--- src/hdl/amem_pkg.sv ---
// constants, field layouts and carrier types for the asynchronous memory interface
// assumes one clock, mclk, taken as the pll output; phases count a quarter-rate enable
package amem_pkg;
   // peripheral phase clock is a quarter of mclk
   localparam logic [1:0] TICK_LAST          = 2'h3;
   // one counted external wait cycle is sixteen phase periods
   localparam logic [3:0] WAIT_UNIT_LAST     = 4'hF;
   // strobe rises this many phase periods after the wait input drops
   localparam logic [3:0] WAIT_RELEASE_TICKS = 4'h4;
   localparam logic [3:0] WAIT_CHECK_TICK    = WAIT_UNIT_LAST - WAIT_RELEASE_TICKS;
   localparam logic [3:0] BURST_LEN_RESET    = 4'h0;
   localparam logic [9:0] ECC_POLY0          = 10'h009;
   localparam logic [9:0] ECC_POLY1          = 10'h01B;
   localparam logic [9:0] ECC_POLY2          = 10'h027;
   localparam logic [9:0] ECC_POLY3          = 10'h05D;

   // every field holds the length minus one
   typedef struct packed {
      logic [1:0] turnaround_cycles;
      logic [3:0] read_setup_cycles;
      logic [5:0] read_strobe_cycles;
      logic [2:0] read_hold_cycles;
      logic [3:0] write_setup_cycles;
      logic [5:0] write_strobe_cycles;
      logic [2:0] write_hold_cycles;
   } timing_t;

   typedef struct packed {
      logic        bus_16bit;
      logic        select_strobe_mode;
      logic        extended_wait_enable;
      logic        nand_mode;
      logic        burst_nand_mode;
      logic [7:0]  maximum_wait_cycles;  // count minus one
   } mode_t;

   typedef struct packed {
      logic        write;
      logic        cs;
      logic        burst;
      logic [3:0]  burst_len;            // words minus one
      logic [15:0] addr;
      logic [15:0] wdata;
   } request_t;

   typedef enum logic [6:0] {
      ST_IDLE   = 7'b000_0001,
      ST_SETUP  = 7'b000_0010,
      ST_STROBE = 7'b000_0100,
      ST_WAIT   = 7'b000_1000,
      ST_HOLD   = 7'b001_0000,
      ST_TURN   = 7'b010_0000,
      ST_BURST  = 7'b100_0000
   } state_t;
endpackage : amem_pkg

--- src/hdl/amem_ecc.sv ---
// nand error-correction accumulator: column parity and four 10-bit syndromes
// assumes valid is a one-cycle pulse per transferred word, on mclk
`timescale 1ns/10ps
module amem_ecc (
   input  wire logic        mclk,
   input  wire logic        rst,
   input  wire logic        clear,
   input  wire logic        valid,
   input  wire logic [15:0] data,
   output logic      [15:0] ecc1_reg,
   output logic      [39:0] ecc4_reg
);
   localparam logic [39:0] POLYS = {amem_pkg::ECC_POLY3, amem_pkg::ECC_POLY2,
                                    amem_pkg::ECC_POLY1, amem_pkg::ECC_POLY0};
   logic [9:0] fold;
   assign fold = data[9:0] ^ {4'h0, data[15:10]};

   always_ff @(posedge mclk) begin
      if (rst || clear) begin
         ecc1_reg <= 16'h0000;
      end else if (valid) begin
         ecc1_reg <= ecc1_reg ^ data;
      end
   end

   for (genvar i = 0; i < 4; i++) begin : g_syn
      always_ff @(posedge mclk) begin
         if (rst || clear) begin
            ecc4_reg[i*10 +: 10] <= 10'h000;
         end else if (valid) begin
            ecc4_reg[i*10 +: 10] <= {ecc4_reg[i*10 +: 9], 1'b0} ^ fold
                                    ^ (ecc4_reg[i*10+9] ? POLYS[i*10 +: 10] : 10'h000);
         end
      end
   end
endmodule : amem_ecc

--- src/hdl/amem_ctrl.sv ---
// asynchronous external memory controller: sram, nand and burst nand
// assumes mclk is the pll output, memory pins are asynchronous to it
`timescale 1ns/10ps
module amem_ctrl (
   input  wire logic                mclk,
   input  wire logic                rst,
   input  wire logic                req_valid,
   input  wire amem_pkg::request_t  req,
   input  wire amem_pkg::timing_t   timing_cs0,
   input  wire amem_pkg::timing_t   timing_cs1,
   input  wire amem_pkg::mode_t     mode,
   input  wire logic                ecc_clear,
   input  wire logic                ext_wait_in,
   input  wire logic [15:0]         mem_data_in,
   output logic                     req_ready_reg,
   output logic [15:0]              rdata_reg,
   output logic                     rdata_valid_reg,
   output logic                     timeout_reg,
   output logic [1:0]               chip_select_n,
   output logic                     out_enable_strobe,
   output logic                     write_strobe,
   output logic [15:0]              mem_addr_reg,
   output logic [15:0]              mem_data_out_reg,
   output logic                     mem_data_oe_n,
   output logic                     burst_clock,
   output logic [15:0]              ecc1_reg,
   output logic [39:0]              ecc4_reg
);
   amem_pkg::state_t   state_reg, state_next;
   amem_pkg::request_t req_reg;
   amem_pkg::timing_t  tm_reg;
   amem_pkg::mode_t    mode_reg;
   logic [1:0] div_reg;
   logic       tick;
   logic [5:0] cnt_reg;
   logic [3:0] unit_reg;
   logic [7:0] counted_wait_cycles_reg;
   logic       wait_seen_reg;
   logic [3:0] words_reg;
   logic [1:0] wait_sync_reg;
   logic [15:0] din_s1_reg, din_s2_reg;
   logic [5:0] phase_last;
   logic       phase_done, unit_end, timeout_hit, burst_ok, sel_low, strobe_low, word_done;
   logic       take, cs_eff, wr_eff, ss_eff;

   // quarter-rate phase enable
   always_ff @(posedge mclk) begin
      if (rst) div_reg <= 2'h0;
      else     div_reg <= div_reg + 2'h1;
   end
   assign tick = (div_reg == amem_pkg::TICK_LAST);

   // pin inputs pass two flops first
   always_ff @(posedge mclk) begin
      if (rst) begin
         wait_sync_reg <= 2'h0;
         din_s1_reg    <= 16'h0000;
         din_s2_reg    <= 16'h0000;
      end else begin
         wait_sync_reg <= {wait_sync_reg[0], ext_wait_in};
         din_s1_reg    <= mem_data_in;
         din_s2_reg    <= din_s1_reg;
      end
   end

   // the accepting edge already drives setup pins, before req_reg and mode_reg load
   assign take   = (state_reg == amem_pkg::ST_IDLE) && req_valid && req_ready_reg;
   assign cs_eff = take ? req.cs : req_reg.cs;
   assign wr_eff = take ? req.write : req_reg.write;
   assign ss_eff = take ? mode.select_strobe_mode : mode_reg.select_strobe_mode;

   // per-chip-select timing, taken at acceptance so a mid-access change is harmless
   always_ff @(posedge mclk) begin
      if (rst) begin
         req_reg  <= '0;
         tm_reg   <= '0;
         mode_reg <= '0;
      end else if (take) begin
         req_reg  <= req;
         tm_reg   <= req.cs ? timing_cs1 : timing_cs0;
         mode_reg <= mode;
      end
   end

   // linear burst only when the bus is 16 bits wide
   assign burst_ok = req_reg.burst && !req_reg.write && mode_reg.burst_nand_mode
                     && mode_reg.bus_16bit;

   // field widths bound every length: 1-16, 1-64, 1-8, 1-4
   always_comb begin
      phase_last = 6'h00;
      unique case (state_reg)
         amem_pkg::ST_SETUP:  phase_last = {2'h0, req_reg.write ? tm_reg.write_setup_cycles
                                                               : tm_reg.read_setup_cycles};
         amem_pkg::ST_STROBE: phase_last = req_reg.write ? tm_reg.write_strobe_cycles
                                                         : tm_reg.read_strobe_cycles;
         amem_pkg::ST_HOLD:   phase_last = {3'h0, req_reg.write ? tm_reg.write_hold_cycles
                                                               : tm_reg.read_hold_cycles};
         amem_pkg::ST_TURN:   phase_last = {4'h0, tm_reg.turnaround_cycles};
         default:             phase_last = 6'h00;
      endcase
   end
   assign phase_done  = tick && (cnt_reg == phase_last);
   assign unit_end    = tick && (unit_reg == amem_pkg::WAIT_UNIT_LAST);
   assign timeout_hit = unit_end && wait_seen_reg
                        && (counted_wait_cycles_reg == mode_reg.maximum_wait_cycles);
   assign word_done   = tick && burst_clock;

   always_comb begin
      state_next = state_reg;
      unique case (state_reg)
         amem_pkg::ST_IDLE:
            if (req_valid && req_ready_reg) state_next = amem_pkg::ST_SETUP;
         amem_pkg::ST_SETUP:
            if (phase_done) state_next = burst_ok ? amem_pkg::ST_BURST : amem_pkg::ST_STROBE;
         amem_pkg::ST_STROBE:
            if (phase_done) begin
               // the memory had to raise wait two mclk cycles ahead of this edge
               if (mode_reg.extended_wait_enable && wait_sync_reg[1]) state_next = amem_pkg::ST_WAIT;
               else                                                  state_next = amem_pkg::ST_HOLD;
            end
         amem_pkg::ST_WAIT:
            if (unit_end && (!wait_seen_reg || timeout_hit)) state_next = amem_pkg::ST_HOLD;
         amem_pkg::ST_BURST:
            if (word_done && words_reg == req_reg.burst_len) state_next = amem_pkg::ST_HOLD;
         amem_pkg::ST_HOLD:
            if (phase_done) state_next = amem_pkg::ST_TURN;
         amem_pkg::ST_TURN:
            if (phase_done) state_next = amem_pkg::ST_IDLE;
      endcase
   end

   always_ff @(posedge mclk) begin
      if (rst) state_reg <= amem_pkg::ST_IDLE;
      else     state_reg <= state_next;
   end

   always_ff @(posedge mclk) begin
      if (rst || state_next != state_reg) cnt_reg <= 6'h00;
      else if (tick)                      cnt_reg <= cnt_reg + 6'h01;
   end

   // wait units: sample the wait level four periods before each unit ends
   always_ff @(posedge mclk) begin
      if (rst || state_reg != amem_pkg::ST_WAIT) begin
         unit_reg                <= 4'h0;
         counted_wait_cycles_reg <= 8'h00;
         wait_seen_reg           <= 1'b1;
      end else if (tick) begin
         unit_reg <= unit_reg + 4'h1;
         if (unit_reg == amem_pkg::WAIT_CHECK_TICK) wait_seen_reg <= wait_sync_reg[1];
         if (unit_end) counted_wait_cycles_reg <= counted_wait_cycles_reg + 8'h01;
      end
   end

   // pin outputs follow the next state so they line up with it
   assign strobe_low = (state_next == amem_pkg::ST_STROBE) || (state_next == amem_pkg::ST_WAIT)
                       || (state_next == amem_pkg::ST_BURST);
   assign sel_low    = ss_eff ? strobe_low
                       : (state_next == amem_pkg::ST_SETUP || strobe_low
                          || state_next == amem_pkg::ST_HOLD);

   always_ff @(posedge mclk) begin
      if (rst) begin
         chip_select_n     <= 2'b11;
         out_enable_strobe <= 1'b1;
         write_strobe      <= 1'b1;
         mem_data_oe_n     <= 1'b1;
         req_ready_reg     <= 1'b0;
      end else begin
         chip_select_n     <= sel_low ? (cs_eff ? 2'b01 : 2'b10) : 2'b11;
         out_enable_strobe <= !(strobe_low && !req_reg.write);
         write_strobe      <= !(strobe_low && req_reg.write);
         mem_data_oe_n     <= !(wr_eff && sel_low);
         req_ready_reg     <= (state_next == amem_pkg::ST_IDLE);
      end
   end

   // 8-bit bus addresses bytes, 16-bit bus addresses words
   always_ff @(posedge mclk) begin
      if (rst) begin
         mem_addr_reg     <= 16'h0000;
         mem_data_out_reg <= 16'h0000;
      end else if (state_reg == amem_pkg::ST_SETUP && cnt_reg == 6'h00) begin
         mem_addr_reg     <= mode_reg.bus_16bit ? {1'b0, req_reg.addr[15:1]} : req_reg.addr;
         mem_data_out_reg <= mode_reg.bus_16bit ? req_reg.wdata : {8'h00, req_reg.wdata[7:0]};
      end
   end

   // burst clock toggles once per phase period
   always_ff @(posedge mclk) begin
      if (rst || state_reg != amem_pkg::ST_BURST) begin
         burst_clock <= 1'b0;
         words_reg   <= amem_pkg::BURST_LEN_RESET;
      end else if (tick) begin
         burst_clock <= !burst_clock;
         if (burst_clock) words_reg <= words_reg + 4'h1;
      end
   end

   // read data taken from the synchronised bus at strobe end or burst clock fall
   logic read_take;
   assign read_take = (!req_reg.write && state_reg == amem_pkg::ST_STROBE && state_next == amem_pkg::ST_HOLD)
                      || (state_reg == amem_pkg::ST_WAIT && state_next == amem_pkg::ST_HOLD
                          && !req_reg.write)
                      || (state_reg == amem_pkg::ST_BURST && word_done);
   always_ff @(posedge mclk) begin
      if (rst) begin
         rdata_reg       <= 16'h0000;
         rdata_valid_reg <= 1'b0;
         timeout_reg     <= 1'b0;
      end else begin
         rdata_valid_reg <= read_take;
         timeout_reg     <= timeout_hit && state_reg == amem_pkg::ST_WAIT;
         if (read_take) rdata_reg <= mode_reg.bus_16bit ? din_s2_reg : {8'h00, din_s2_reg[7:0]};
      end
   end

   logic ecc_take;
   assign ecc_take = mode_reg.nand_mode && ((req_reg.write && state_reg == amem_pkg::ST_STROBE
                     && phase_done) || read_take);
   amem_ecc u_ecc (
      .mclk     (mclk),
      .rst      (rst),
      .clear    (ecc_clear),
      .valid    (ecc_take),
      .data     (req_reg.write ? req_reg.wdata : din_s2_reg),
      .ecc1_reg (ecc1_reg),
      .ecc4_reg (ecc4_reg)
   );

   chk_tick_rate: assert property (@(posedge mclk) disable iff (rst) tick |=> !tick [*3])
      else $error("phase enable not quarter rate");
   chk_cs_before_oe: assert property (@(posedge mclk) disable iff (rst)
      $fell(out_enable_strobe) |-> chip_select_n != 2'b11)
      else $error("strobe fell without select");
   chk_ss_together: assert property (@(posedge mclk) disable iff (rst)
      mode_reg.select_strobe_mode && !req_reg.write |-> (chip_select_n != 2'b11) == !out_enable_strobe)
      else $error("select strobe mode misaligned");
   chk_hold_to_turn: assert property (@(posedge mclk) disable iff (rst)
      state_reg == amem_pkg::ST_HOLD && state_next != amem_pkg::ST_HOLD |=> state_reg == amem_pkg::ST_TURN)
      else $error("no turnaround after hold");
   chk_phase_bound: assert property (@(posedge mclk) disable iff (rst)
      state_reg inside {amem_pkg::ST_SETUP, amem_pkg::ST_HOLD, amem_pkg::ST_TURN} |-> cnt_reg <= phase_last)
      else $error("phase ran past its length");
   chk_timeout_hold: assert property (@(posedge mclk) disable iff (rst)
      timeout_reg |-> state_reg == amem_pkg::ST_HOLD && out_enable_strobe && write_strobe)
      else $error("timeout did not end strobe");
   // four more ticks close the unit; the state register shows hold one edge later
   chk_wait_release: assert property (@(posedge mclk) disable iff (rst)
      state_reg == amem_pkg::ST_WAIT && tick && unit_reg == amem_pkg::WAIT_CHECK_TICK
      && !wait_sync_reg[1] |-> ##16 (state_reg == amem_pkg::ST_WAIT && unit_end)
      ##1 state_reg == amem_pkg::ST_HOLD)
      else $error("strobe release not four periods after wait");
   chk_burst_width: assert property (@(posedge mclk) disable iff (rst)
      state_reg == amem_pkg::ST_BURST |-> mode_reg.bus_16bit && !req_reg.write)
      else $error("burst on narrow bus");
   chk_burst_clk: assert property (@(posedge mclk) disable iff (rst)
      $changed(burst_clock) && state_reg == amem_pkg::ST_BURST |-> $past(tick))
      else $error("burst clock off rate");
   chk_wait_order: assert property (@(posedge mclk) disable iff (rst)
      $rose(state_reg == amem_pkg::ST_HOLD) |-> $past(state_reg) inside {amem_pkg::ST_STROBE,
      amem_pkg::ST_WAIT, amem_pkg::ST_BURST})
      else $error("hold entered out of order");
   cov_read: cover property (@(posedge mclk) $rose(rdata_valid_reg) && !req_reg.write);
   cov_write: cover property (@(posedge mclk) $fell(write_strobe));
   cov_timeout: cover property (@(posedge mclk) timeout_reg);
   cov_burst: cover property (@(posedge mclk) state_reg == amem_pkg::ST_BURST && word_done);
endmodule : amem_ctrl

--- config.mk ---
export PLATFORM = sky130hd
export DESIGN_NAME = amem_ctrl
export DESIGN_NICKNAME = d
export VERILOG_FILES = /design/src/hdl/amem_pkg.sv /design/src/hdl/amem_ecc.sv /design/src/hdl/amem_ctrl.sv
export SDC_FILE = /design/constraint.sdc
export NUM_CORES = 1
export LEC_CHECK = 0
export ABC_AREA = 1
export BUFFER_PORTS_ARGS = -buffer_cell sky130_fd_sc_hd__buf_2
export CAP_MARGIN = 5
export CELL_PAD_IN_SITES_DETAIL_PLACEMENT = 1
export CELL_PAD_IN_SITES_GLOBAL_PLACEMENT = 1
export CORE_MARGIN = 2
export CORE_UTILIZATION = 35
export CTS_CLUSTER_SIZE = 25
export DETAILED_ROUTE_END_ITERATION = 8
export HOLD_SLACK_MARGIN = 0.05
export PLACE_DENSITY_LB_ADDON = 0.1
export SYNTH_ARGS = -nofsm -noshare
export SYNTH_HDL_FRONTEND = slang
export SYNTH_SLANG_ARGS = --single-unit
--- constraint.sdc ---
create_clock -name mclk -period 2.3 [get_ports mclk]
set_clock_uncertainty 0.1 [all_clocks]
set_input_delay 0.345 -clock mclk [delete_from_list [all_inputs] [get_ports mclk]]
set_output_delay 0.345 -clock mclk [all_outputs]
set_load 0.01 [all_outputs]
==> out/metrics.yaml, run 1 <==
grt:
  grt_max_degree: 66
  grt_first_pass_wirelength_um: 65500
  overflow: 0
  antenna_found_initial: 0
  grt_pass1_vias: 12200
  grt.total_usage_pct: 24.4
sta:
  fin_ws_ns: -0.428
  slew_viol_final: 0
  slew_headroom_pct: 20.6
  whs_ns: 0.0808
  fin_crit_sh_pct: 119
  rsz0062_at_grt: "true"
  fmax_mhz: 367
  setup_tns_ns: -29.05
  period_minus_slack_ns: 2.73
  hold_violations: 0
  finalSetupViolCount: 87
  max_slew.worst_pin.slew_ns: 1.18
layout:
  final_nets: 2123
  antenna_cells: 0
  regArea_mm2: 0.00520
  layout_common_cells: "nand2_1, dfxtp_1, nor2_1, buf_2, buf_4"
  fill_cells: 3801
  syn_to_final_growth_pct: 49.6
  post-route-util_pct: 53.1
  largest_reg_flops: 40
  drive_above_1_share_pct: 29.7
  final_common_cell: "nand2_1"
  multi_input_area_mm2: 0.00578
floorplanning:
  initial_core_util_pct: 35.5
  die_w_um: 183
  coreArea_mm2: 0.0316
  die_height_um: 183
  ioPinCount: 242
  die_area_mm2: 0.0335
  row_count: 65
power:
  power.density_mw_per_mm2: 660
  seqPwrFrac_pct: 43.7
  p_int_mw: 8.11
  finalPower_mw: 11.1
  p_sw_mw: 2.96
  netSwitchingFraction_pct: 26.7
  clockPowerShare_pct: 42.4
  peakVddDrop_v: 0.000569
  pwr-share-comb_pct: 13.9
  p_leak_nw: 7.58
worst_setup_path:
  crit_buf_inv: 4
  slowest_delay_ns: 0.33
  path_max_fanout: 10
  rr_startpoint: "state_reg[3]"
  worst_path_max_delay_cell: "dfxtp_2"
  crit_path_frequent_cell: "nand2_2"
  r2r_slack_ns: -0.43
  required_ns: 2.65
  crit_path_end_kind: "register"
  arrival_ns: 3.07
  crit_family: "simple AND/OR/NAND/NOR gates"
  crit_end: "u_ecc.ecc4_reg[31]"
  worst_r2r_endpoint: "u_ecc.ecc4_reg[31]"
  path_depth: 20
  crit_path_start: "state_reg[3]"
  r2r_cells: 20
  start_kind: "register"
  worstPathCellList: "inv_4 > nand2_4 > nor2_4 > nand3_2 > nand2_2 > nor2_2 > nand2_1 > nand2_2 > nor2_4 > buf_6 > nand4_1 > nand3_2 > nand2_2 > nand2_4 > inv_4 > o21ai_4 > nand2_8 > buf_12 > o21ai_0 > nor2_1"
  critPathKind: "register to register"
status:
  status: "finished, violations left"
  violations: "negative setup slack"
clock_network:
  cts_buffers: 30
  cts_root_buffer: "clkbuf_16"
  cts.sinks: 259
  clkTransAtPathRegs_ns: 0.06
  cts_tree: "done"
  clock_latency_ns: 0.55
  clockBufferDepth: 3
  cts.htree.levels: 1
placed_design:
  gp_congestion: 0.851
  io_buffers: 241
  place_ws_ns: -0.496
  dp_hpwl_um: 28100
synthesis:
  synth_edf_count: 0
  syn_nets: 1651
  ys_types: 40
  syn_area_mm2: 0.0112
  avgSynthCellArea_um2: 7.40
  yosysSeqAreaShare_pct: 46.2
  syn_inst: 1516
  ys_warn_count: 0
  synth_ff_type: "dfxtp_1"
  synth-async-reset-ratio_pct: 0
  ys_ff_latch: 259
worst_hold_path:
  hold_depth: 3
  hold_path.class: "input port to register"
drt:
  drc: 0
  wl_um: 43000
  ant_nets: 0
  drt_iter0_drc: 618
  via_per_inst: 4.94
  vias: 11900
  wl_per_cell_um: 17.8
  first_pass_iters: 7
job:
  cap_violations: 0
==> worst min-delay path by stage <==
stage / start / to
2_1_floorplan: din_s1_reg[0] / din_s2_reg[0]
3_3_place_gp: din_s1_reg[2] / din_s2_reg[2]
3_5_place_dp: din_s1_reg[3] / din_s2_reg[3]
4_1_cts: req[38] / req_reg[38]
5_1_grt: req[38] / req_reg[38]
6_report: req[38] / req_reg[38]
==> layout make-up <==
type | count | area share (%)
multi-input combinational | 1073 | 34.4
clock buffer | 44 | 5.27
tap | 402 | 3.00
clock inverter | 8 | 0.448
sequential | 259 | 31.0
timing repair buffer | 521 | 23.3
inverter | 103 | 2.53
==> synthesized netlist by cell type, types with 12 or more instances <==
cell type / instances / area share (%)
nor2_1: 296 / 9.9
nand2_1: 272 / 9.1
dfxtp_1: 259 / 46
o21ai_0: 151 / 6.7
inv_1: 90 / 3.0
nand3_1: 79 / 3.5
xor2_1: 63 / 4.9
clkbuf_1: 60 / 2.0
a21oi_1: 55 / 2.5
a31oi_1: 43 / 2.4
xnor2_1: 23 / 1.8
nor3_1: 15 / 0.67
nand4_1: 12 / 0.67
or2_2: 12 / 0.67
==> worst reg2reg max path, stage by stage, from the launching register on <==
cell,delay (ns)
dfxtp_2,0.33
inv_4,0.10
nand2_4,0.08
nor2_4,0.22
nand3_2,0.09
nand2_2,0.10
nor2_2,0.04
nand2_1,0.06
nand2_2,0.07
nor2_4,0.18
buf_6,0.12
nand4_1,0.10
nand3_2,0.12
nand2_2,0.07
nand2_4,0.08
inv_4,0.04
o21ai_4,0.11
nand2_8,0.15
buf_12,0.20
o21ai_0,0.19
nor2_1,0.06
==> power groups by stage <==
stage	Clock [mW]	Sequential, mW	Combinational (mW)
after global routing	4.98	4.86	1.70
after global placement	0	4.93	1.27
after CTS	4.80	4.84	1.48
final	4.69	4.84	1.54
after detailed placement	0	4.93	1.29
after floorplan	0	4.88	0.752
==> repair_timing <==
item                                    4_1_cts  5_1_grt
endpoints found under the setup margin       86       99
pin swaps                                     9       18
hold buffers                                123        0
setup buffers                                12       13
cloned                                        2        7
gates resized for setup                      69      123
hold endpoints to repair                     95        0
==> per-stage QoR <==
stage	instances	area, um2
2_1_floorplan	1516	11300
3_3_place_gp	2202	13600
3_5_place_dp	2202	13600
4_1_cts	2391	16100
5_1_grt	2410	16800
6_report	2410	16800
==> routing by layer <==
layer	GRT usage, %	vias up	part of all wire, %
li1	-	5845	-
met4	6.50	0	2.5
met1	30.8	5721	43
met3	3.34	76	3.7
met5	0	-	0
met2	43.8	267	50
==> kinds of logic after synthesis <==
group           synth area share [%]
mux                            0.268
compound gates                  12.9
simple gates                    26.4
xor+xnor                        6.72
flops                           46.2
buf+inv                         6.80
fa+ha+maj                      0.670
Power figures use the tool's default switching activity.
==> run 2: changes to the inputs <==
--- a/config.mk
+++ b/config.mk
@@ -18,4 +18,5 @@
 export PLACE_DENSITY_LB_ADDON = 0.1
 export SYNTH_ARGS = -nofsm -noshare
 export SYNTH_HDL_FRONTEND = slang
+export SYNTH_HIERARCHICAL = 1
 export SYNTH_SLANG_ARGS = --single-unit
==> run 2 against run 1 <==
The run still ends with negative setup slack left. Via count is 5.0% higher. Clock power is 3% higher. Synthesized area increased by 5.2%. Die area rose by 5.1%. Critical path depth is 5 higher. Sequential power hardly changed. Critical endpoint is now u_ecc/ecc4_reg[9]. Cell count increased by 7.9%. Setup slack got worse by 0.15 ns. Largest cell class unchanged. Highest routed layer unchanged. Fmax shrank 5.1%. Total power about the same.
==> out/metrics.yaml, run 2 <==
synthesis:
  synth_area_leaders: "dfxtp_1, nand2_1, nor2_1"  # was dfxtp_1, nor2_1, nand2_1
  syn_nets: 1808  # was 1,651
  synth-async-reset-ratio_pct: 0  # unchanged
  avgSynthCellArea_um2: 7.05  # was 7.40 um2
  syn_area_mm2: 0.0118  # was 0.0112 mm2
  ys_types: 47  # was 40
  yosysSeqAreaShare_pct: 44.0  # was 46.2%
  synth_edf_count: 0  # unchanged
  synth_most_common_cell: "nand2_1"  # was nor2_1
  netlist_top_cells_count: "nand2_1, dfxtp_1, nor2_1"  # was nor2_1, nand2_1, dfxtp_1
  synth_ff_type: "dfxtp_1"  # unchanged
  syn_inst: 1673  # was 1,516
  ys_warn_count: 6  # was 0
  ys_ff_latch: 259  # unchanged
  synth_top_area_share_pct: 44.0  # was 46.2%
  synth_top_area_cell: "dfxtp_1"  # unchanged
layout:
  drive_above_1_share_pct: 30.4  # was 29.7%
  largest_reg_flops: 40  # unchanged
  fill_cells: 4189  # was 3,801
  regArea_mm2: 0.00520  # about the same
  multi_input_area_mm2: 0.00617  # was 0.00578 mm2
  stdcell_area_mm2: 0.0176  # was 0.0168 mm2
  final_common_cell: "nand2_1"  # unchanged
  layout_common_cells: "nand2_1, dfxtp_1, buf_2, nor2_1, inv_1"  # was nand2_1, dfxtp_1, nor2_1, buf_2, buf_4
  syn_to_final_growth_pct: 48.9  # was 49.6%
  final_nets: 2265  # was 2,123
drt:
  first_pass_iters: 5  # was 7
  wl_um: 43100  # was 43,000 um
  drt_iter0_drc: 440  # was 618
  drc: 0  # unchanged
  vias: 12500  # was 11,900
  via_per_inst: 4.81  # was 4.94
  ant_nets: 0  # unchanged
  wl_per_cell_um: 16.6  # was 17.8 um
power:
  netSwitchingFraction_pct: 26.2  # was 26.7%
  seqPwrFrac_pct: 43.5  # was 43.7%
  p_int_mw: 8.18  # was 8.11 mW
  pwr-share-comb_pct: 12.9  # was 13.9%
  clockPowerShare_pct: 43.6  # was 42.4%
  peakVddDrop_v: 0.000462  # was 0.000569 V
  power.density_mw_per_mm2: 631  # was 660 mW/mm2
  p_leak_nw: 8.03  # was 7.58 nW
  p_sw_mw: 2.90  # was 2.96 mW
clock_network:
  cts_root_buffer: "clkbuf_16"  # unchanged
  clkTransAtPathRegs_ns: 0.06  # about the same
  clockBufferDepth: 3  # unchanged
  clock_latency_ns: 0.56  # was 0.55 ns
  cts_tree: "done"  # unchanged
  cts_buffers: 30  # unchanged
  cts.sinks: 259  # unchanged
  cts.htree.levels: 1  # unchanged
placed_design:
  io_buffers: 241  # unchanged
  placed_area_mm2: 0.0144  # was 0.0136 mm2
  dp_hpwl_um: 28400  # was 28,100 um
  gp_congestion: 0.882  # was 0.851
sta:
  hold_violations: 0  # unchanged
  finalSetupViolCount: 88  # was 87
  fin_crit_sh_pct: 125  # was 119%
  period_minus_slack_ns: 2.87  # was 2.73 ns
  max_slew.worst_pin.slew_ns: 0.863  # was 1.18 ns
  fmax_mhz: 348  # was 367 MHz
  fin_ws_ns: -0.573  # was -0.428 ns
  slew_viol_final: 0  # unchanged
  whs_ns: 0.0937  # was 0.0808 ns
  rsz0062_at_grt: "true"  # unchanged
  slew_headroom_pct: 41.8  # was 20.6%
worst_setup_path:
  crit_path_frequent_cell: "nand2_2"  # unchanged
  crit_path_end_kind: "register"  # unchanged
  path_max_fanout: 8  # was 10
  slowest_delay_ns: 0.36  # was 0.33 ns
  required_ns: 2.65  # about the same
  worst_path_max_delay_cell: "dfxtp_4"  # was dfxtp_2
  arrival_ns: 3.23  # was 3.07 ns
  critPathKind: "register to register"  # unchanged
  crit_path_start: "state_reg[5]"  # was state_reg[3]
  start_kind: "register"  # unchanged
  rr_startpoint: "state_reg[5]"  # was state_reg[3]
floorplanning:
  ioPinCount: 242  # unchanged
  die_area_mm2: 0.0352  # was 0.0335 mm2
  initial_core_util_pct: 35.3  # was 35.5%
  die_w_um: 188  # was 183 um
  die_height_um: 188  # was 183 um
  coreArea_mm2: 0.0334  # was 0.0316 mm2
  row_count: 67  # was 65
grt:
  overflow: 0  # unchanged
  antenna_found_initial: 1  # was 0
  grt_first_pass_wirelength_um: 68500  # was 65,500 um
  grt_pass1_vias: 13400  # was 12,200
  grt.total_usage_pct: 23.8  # was 24.4%
  grt_max_degree: 57  # was 66
worst_hold_path:
  hold_path_startpoint: "req[38]"  # unchanged
  hold_path.class: "input port to register"  # unchanged
status:
  status: "finished, violations left"  # unchanged
  violations: "negative setup slack"  # unchanged
job:
  cap_violations: 0  # unchanged
## run 2: stage by stage
step                setup TNS [ns]  worst slack, ns  cells  total power [mW]  util (%)
CTS                         -34.90           -0.542   2585              11.1      51.6
detailed placement          -39.72           -0.641   2395              6.10      43.2
floorplan                   -17.20           -0.325   1673              5.59         -
global route                -54.66           -0.777   2601              11.6      52.6
global placement            -30.73           -0.515   2395              6.07      43.2
finish                      -38.47           -0.573   2601              11.1      52.6
## run 2: cell families (layout without fill, tap and decap cells)
family / Yosys count / after routing / synth area share, %
adders and majority gates: 6 / 6 / 0.637
buffers and inverters: 275 / 754 / 9.59
xor gates and xnor gates: 28 / 28 / 2.08
other: 0 / 1 / 0
DFF: 259 / 259 / 44.0
and+or+nand+nor: 821 / 821 / 30.1
AOI/OAI and AO/OA: 283 / 283 / 13.5
muxes: 1 / 1 / 0.0849
## run 2: critical path: cells and delay by family, from the launching register on
family / cells / cell delay [ns]
compound gates: 5 / 0.36
buf+inv: 8 / 0.71
flops: 1 / 0.36
simple gates: 12 / 1.23
## run 2: routing by layer
layer	track usage, %	vias up	part of all wire (%)
li1	-	6225	-
met3	3.78	67	4.1
met5	0	-	0
met2	43.5	238	50
met1	29.2	5980	44
met4	5.72	0	2.1
## run 2: layout make-up
cell class / instances / area share [%]
timing repair buffer: 509 / 21.8
multi-input combinational: 1139 / 35.2
clock inverter: 11 / 0.820
tap: 448 / 3.19
clock buffer: 43 / 4.84
sequential: 259 / 29.6
antenna: 1 / 0.0143
timing repair inverter: 4 / 0.356
inverter: 187 / 4.24
## run 2: timing repair
action / CTS / global route
pin swaps: 15 / 24
endpoints found under the hold margin: 94 / 0
gates resized for setup: 94 / 59
endpoints found under the setup margin: 88 / 92
hold buffers: 122 / 0
gates cloned: 4 / 2
setup buffers: 12 / 16
## run 2: path summary, 6_finish.rpt
check	endpoint	depth (start not counted)	slack, ns
max	u_ecc/ecc4_reg[9]	25	-0.57
min	req_reg[38]	3	0.09
max reg2reg	u_ecc/ecc4_reg[9]	25	-0.57
min reg2reg	din_s2_reg[5]	2	0.30
## run 2: power by group through the flow
stage          registers (mW)  logic (mW)  clock network [mW]
2_1_floorplan            4.89       0.699                   0
6_report                 4.82        1.42                4.83
3_5_place_dp             4.92        1.17                   0
3_3_place_gp             4.92        1.15                   0
5_1_grt                  4.85        1.58                5.12
4_1_cts                  4.82        1.37                4.94
==> run 3: changes to the inputs <==
==> constraint.sdc (replaced) <==
create_clock -name mclk -period 2.64 [get_ports mclk]
set_clock_uncertainty 0.1 [all_clocks]
set_input_delay 0.396 -clock mclk [delete_from_list [all_inputs] [get_ports mclk]]
set_output_delay 0.396 -clock mclk [all_outputs]
set_load 0.005 [all_outputs]
==> run 3 against run 2 <==
The run still ends with negative setup slack left. Fmax increased by 1.3%. Routed wire length is 5.7% lower. Non-clock buffer count fell by 45. First-iteration DRC count grew 5.2%. Critical endpoint is now u_ecc/ecc1_reg[10]. Highest routed layer unchanged.
==> out/metrics.yaml, run 3 (synthesized netlist as in run 2, its figures left out) <==
power:
  netSwitchingFraction_pct: 25.9  # was 26.2%
  power.density_mw_per_mm2: 559  # was 631 mW/mm2
  peakVddDrop_v: 0.000541  # was 0.000462 V
  pwr-share-comb_pct: 12.4  # was 12.9%
  seqPwrFrac_pct: 44.8  # was 43.5%
  p_leak_nw: 7.78  # was 8.03 nW
  finalPower_mw: 9.38  # was 11.1 mW
  p_sw_mw: 2.43  # was 2.90 mW
  p_int_mw: 6.95  # was 8.18 mW
  clockPowerShare_pct: 42.8  # was 43.6%
sta:
  period_minus_slack_ns: 2.84  # was 2.87 ns
  hold_violations: 0  # unchanged
  fin_ws_ns: -0.196  # was -0.573 ns
  max_slew.worst_pin.slew_ns: 0.852  # was 0.863 ns
  slew_headroom_pct: 42.6  # was 41.8%
  slew_viol_final: 0  # unchanged
  fmax_mhz: 353  # was 348 MHz
  finalSetupViolCount: 79  # was 88
  rsz0062_at_grt: "true"  # unchanged
  whs_ns: 0.103  # was 0.0937 ns
  fin_crit_sh_pct: 107  # was 125%
clock_network:
  cts_buffers: 30  # unchanged
  cts_root_buffer: "clkbuf_16"  # unchanged
  clock_latency_ns: 0.56  # about the same
  cts.sinks: 259  # unchanged
  cts_tree: "done"  # unchanged
  clkTransAtPathRegs_ns: 0.06  # about the same
  clockBufferDepth: 3  # unchanged
  cts.htree.levels: 1  # unchanged
floorplanning:
  die_w_um: 188  # unchanged
  die_height_um: 188  # unchanged
  ioPinCount: 242  # unchanged
  initial_core_util_pct: 35.3  # unchanged
  coreArea_mm2: 0.0334  # unchanged
  die_area_mm2: 0.0352  # unchanged
  row_count: 67  # unchanged
layout:
  syn_to_final_growth_pct: 42.2  # was 48.9%
  fill_cells: 4244  # was 4,189
  final_nets: 2218  # was 2,265
  layout_common_cells: "nand2_1, dfxtp_1, buf_2, nor2_1, inv_1"  # unchanged
  drive_above_1_share_pct: 25.6  # was 30.4%
  largest_reg_flops: 40  # unchanged
  final_common_cell: "nand2_1"  # unchanged
status:
  status: "finished, violations left"  # unchanged
  violations: "negative setup slack"  # unchanged
grt:
  grt_util_met1_pct: 28.2  # was 29.2%
  grt_max_degree: 68  # was 57
  grt_first_pass_wirelength_um: 66200  # was 68,500 um
  overflow: 0  # unchanged
  grt.total_usage_pct: 22.9  # was 23.8%
  grt_pass1_vias: 13000  # was 13,400
  antenna_found_initial: 3  # was 1
  grt.busiest_layer: "met2"  # unchanged
  use_met2_pct: 40.7  # was 43.5%
  grtUsageMet3_pct: 4.83  # was 3.78%
worst_setup_path:
  crit_path_end_kind: "register"  # unchanged
  arrival_ns: 3.17  # was 3.23 ns
  start_kind: "register"  # unchanged
  required_ns: 2.97  # was 2.65 ns
  path_max_fanout: 8  # unchanged
  critPathKind: "register to register"  # unchanged
drt:
  ant_nets: 0  # unchanged
  first_pass_iters: 4  # was 5
  wl_um: 40600  # was 43,100 um
  wl_per_cell_um: 15.9  # was 16.6 um
  drt_iter0_drc: 463  # was 440
  via_per_inst: 4.80  # was 4.81
  vias: 12200  # was 12,500
  drc: 0  # unchanged
placed_design:
  io_buffers: 241  # unchanged
  dp_hpwl_um: 27100  # was 28,400 um
  gp_congestion: 0.831  # was 0.882
job:
  cap_violations: 0  # unchanged
worst_hold_path:
  hold_path.class: "input port to register"  # unchanged
run 3: power by group through the flow:
stage                     combinational (mW)  sequential, mW  clock (mW)
after floorplan                        0.605            4.25           0
after CTS                               1.16            4.20        4.13
after global routing                    1.31            4.22        4.29
final                                   1.16            4.20        4.02
after detailed placement               0.964            4.29           0
after global placement                 0.944            4.28           0
run 3: metal layers:
layer / up-vias / share of wire [%]
met5: - / 0
met4: 0 / 2.0
met3: 54 / 5.2
met2: 211 / 48
met1: 5846 / 45
li1: 6133 / -
run 3: critical path: stages (launching register included):
cell and delay, ns:
dfxtp_2 0.34, inv_4 0.08, nand2_4 0.06, nor2_4 0.23, nand3_1 0.13, nand2_2 0.09
nor2_1 0.04, nand2_1 0.06, nand3_2 0.09, nor2_4 0.17, nand2_4 0.08, buf_6 0.13
a21oi_4 0.10, nand2_2 0.07, o211ai_2 0.07, nand2_2 0.10, clkinv_4 0.06, o21ai_2 0.05
nand2_2 0.11, inv_8 0.06, buf_12 0.14, buf_16 0.15, a21oi_2 0.14, nor3b_2 0.06
run 3: path summary, 6_finish.rpt:
kind / from / endpoint / slack, ns / cells past startpoint
setup / recovery: state_reg[4] / u_ecc/ecc1_reg[10] / -0.20 / 23
hold / removal: req[34] / req_reg[34] / 0.10 / 3
setup reg to reg: state_reg[4] / u_ecc/ecc1_reg[10] / -0.20 / 23
hold reg to reg: din_s1_reg[10] / din_s2_reg[10] / 0.30 / 2
run 3: timing repair:
| action | CTS | global route |
|---|---|---|
| pin swaps | 25 | 7 |
| gates cloned | 8 | 0 |
| setup buffers | 17 | 1 |
| endpoints found under the hold margin | 94 | 0 |
| hold buffers | 122 | 0 |
| setup endpoints to repair | 65 | 113 |
| resized for setup | 73 | 7 |
run 3: final cells by class:
cell class                      instances  area (um2)  share of cell area, %
Timing Repair inverter                  2        22.5                  0.134
Sequential cell                       259        5190                   31.0
Inverter                              187         737                   4.40
Multi-Input combinational cell       1139        5850                   34.9
Antenna cell                            3        7.51                 0.0448
Clock buffer                           46         922                   5.50
Clock inverter                          4        22.5                  0.134
Tap cell                              448         561                   3.34
Timing Repair Buffer                  464        3460                   20.6
run 3: metrics by stage:
stage	setup TNS [ns]	area (um2)	instances	setup WS [ns]	util, %
after floorplan	0	12000	1673	0.00129	-
after global placement	-9.97	13900	2349	-0.221	41.7
after detailed placement	-13.49	13900	2349	-0.307	41.7
after CTS	-7.91	16700	2546	-0.181	50.1
after global routing	-28.52	16800	2552	-0.434	50.3
final	-10.91	16800	2552	-0.196	50.3
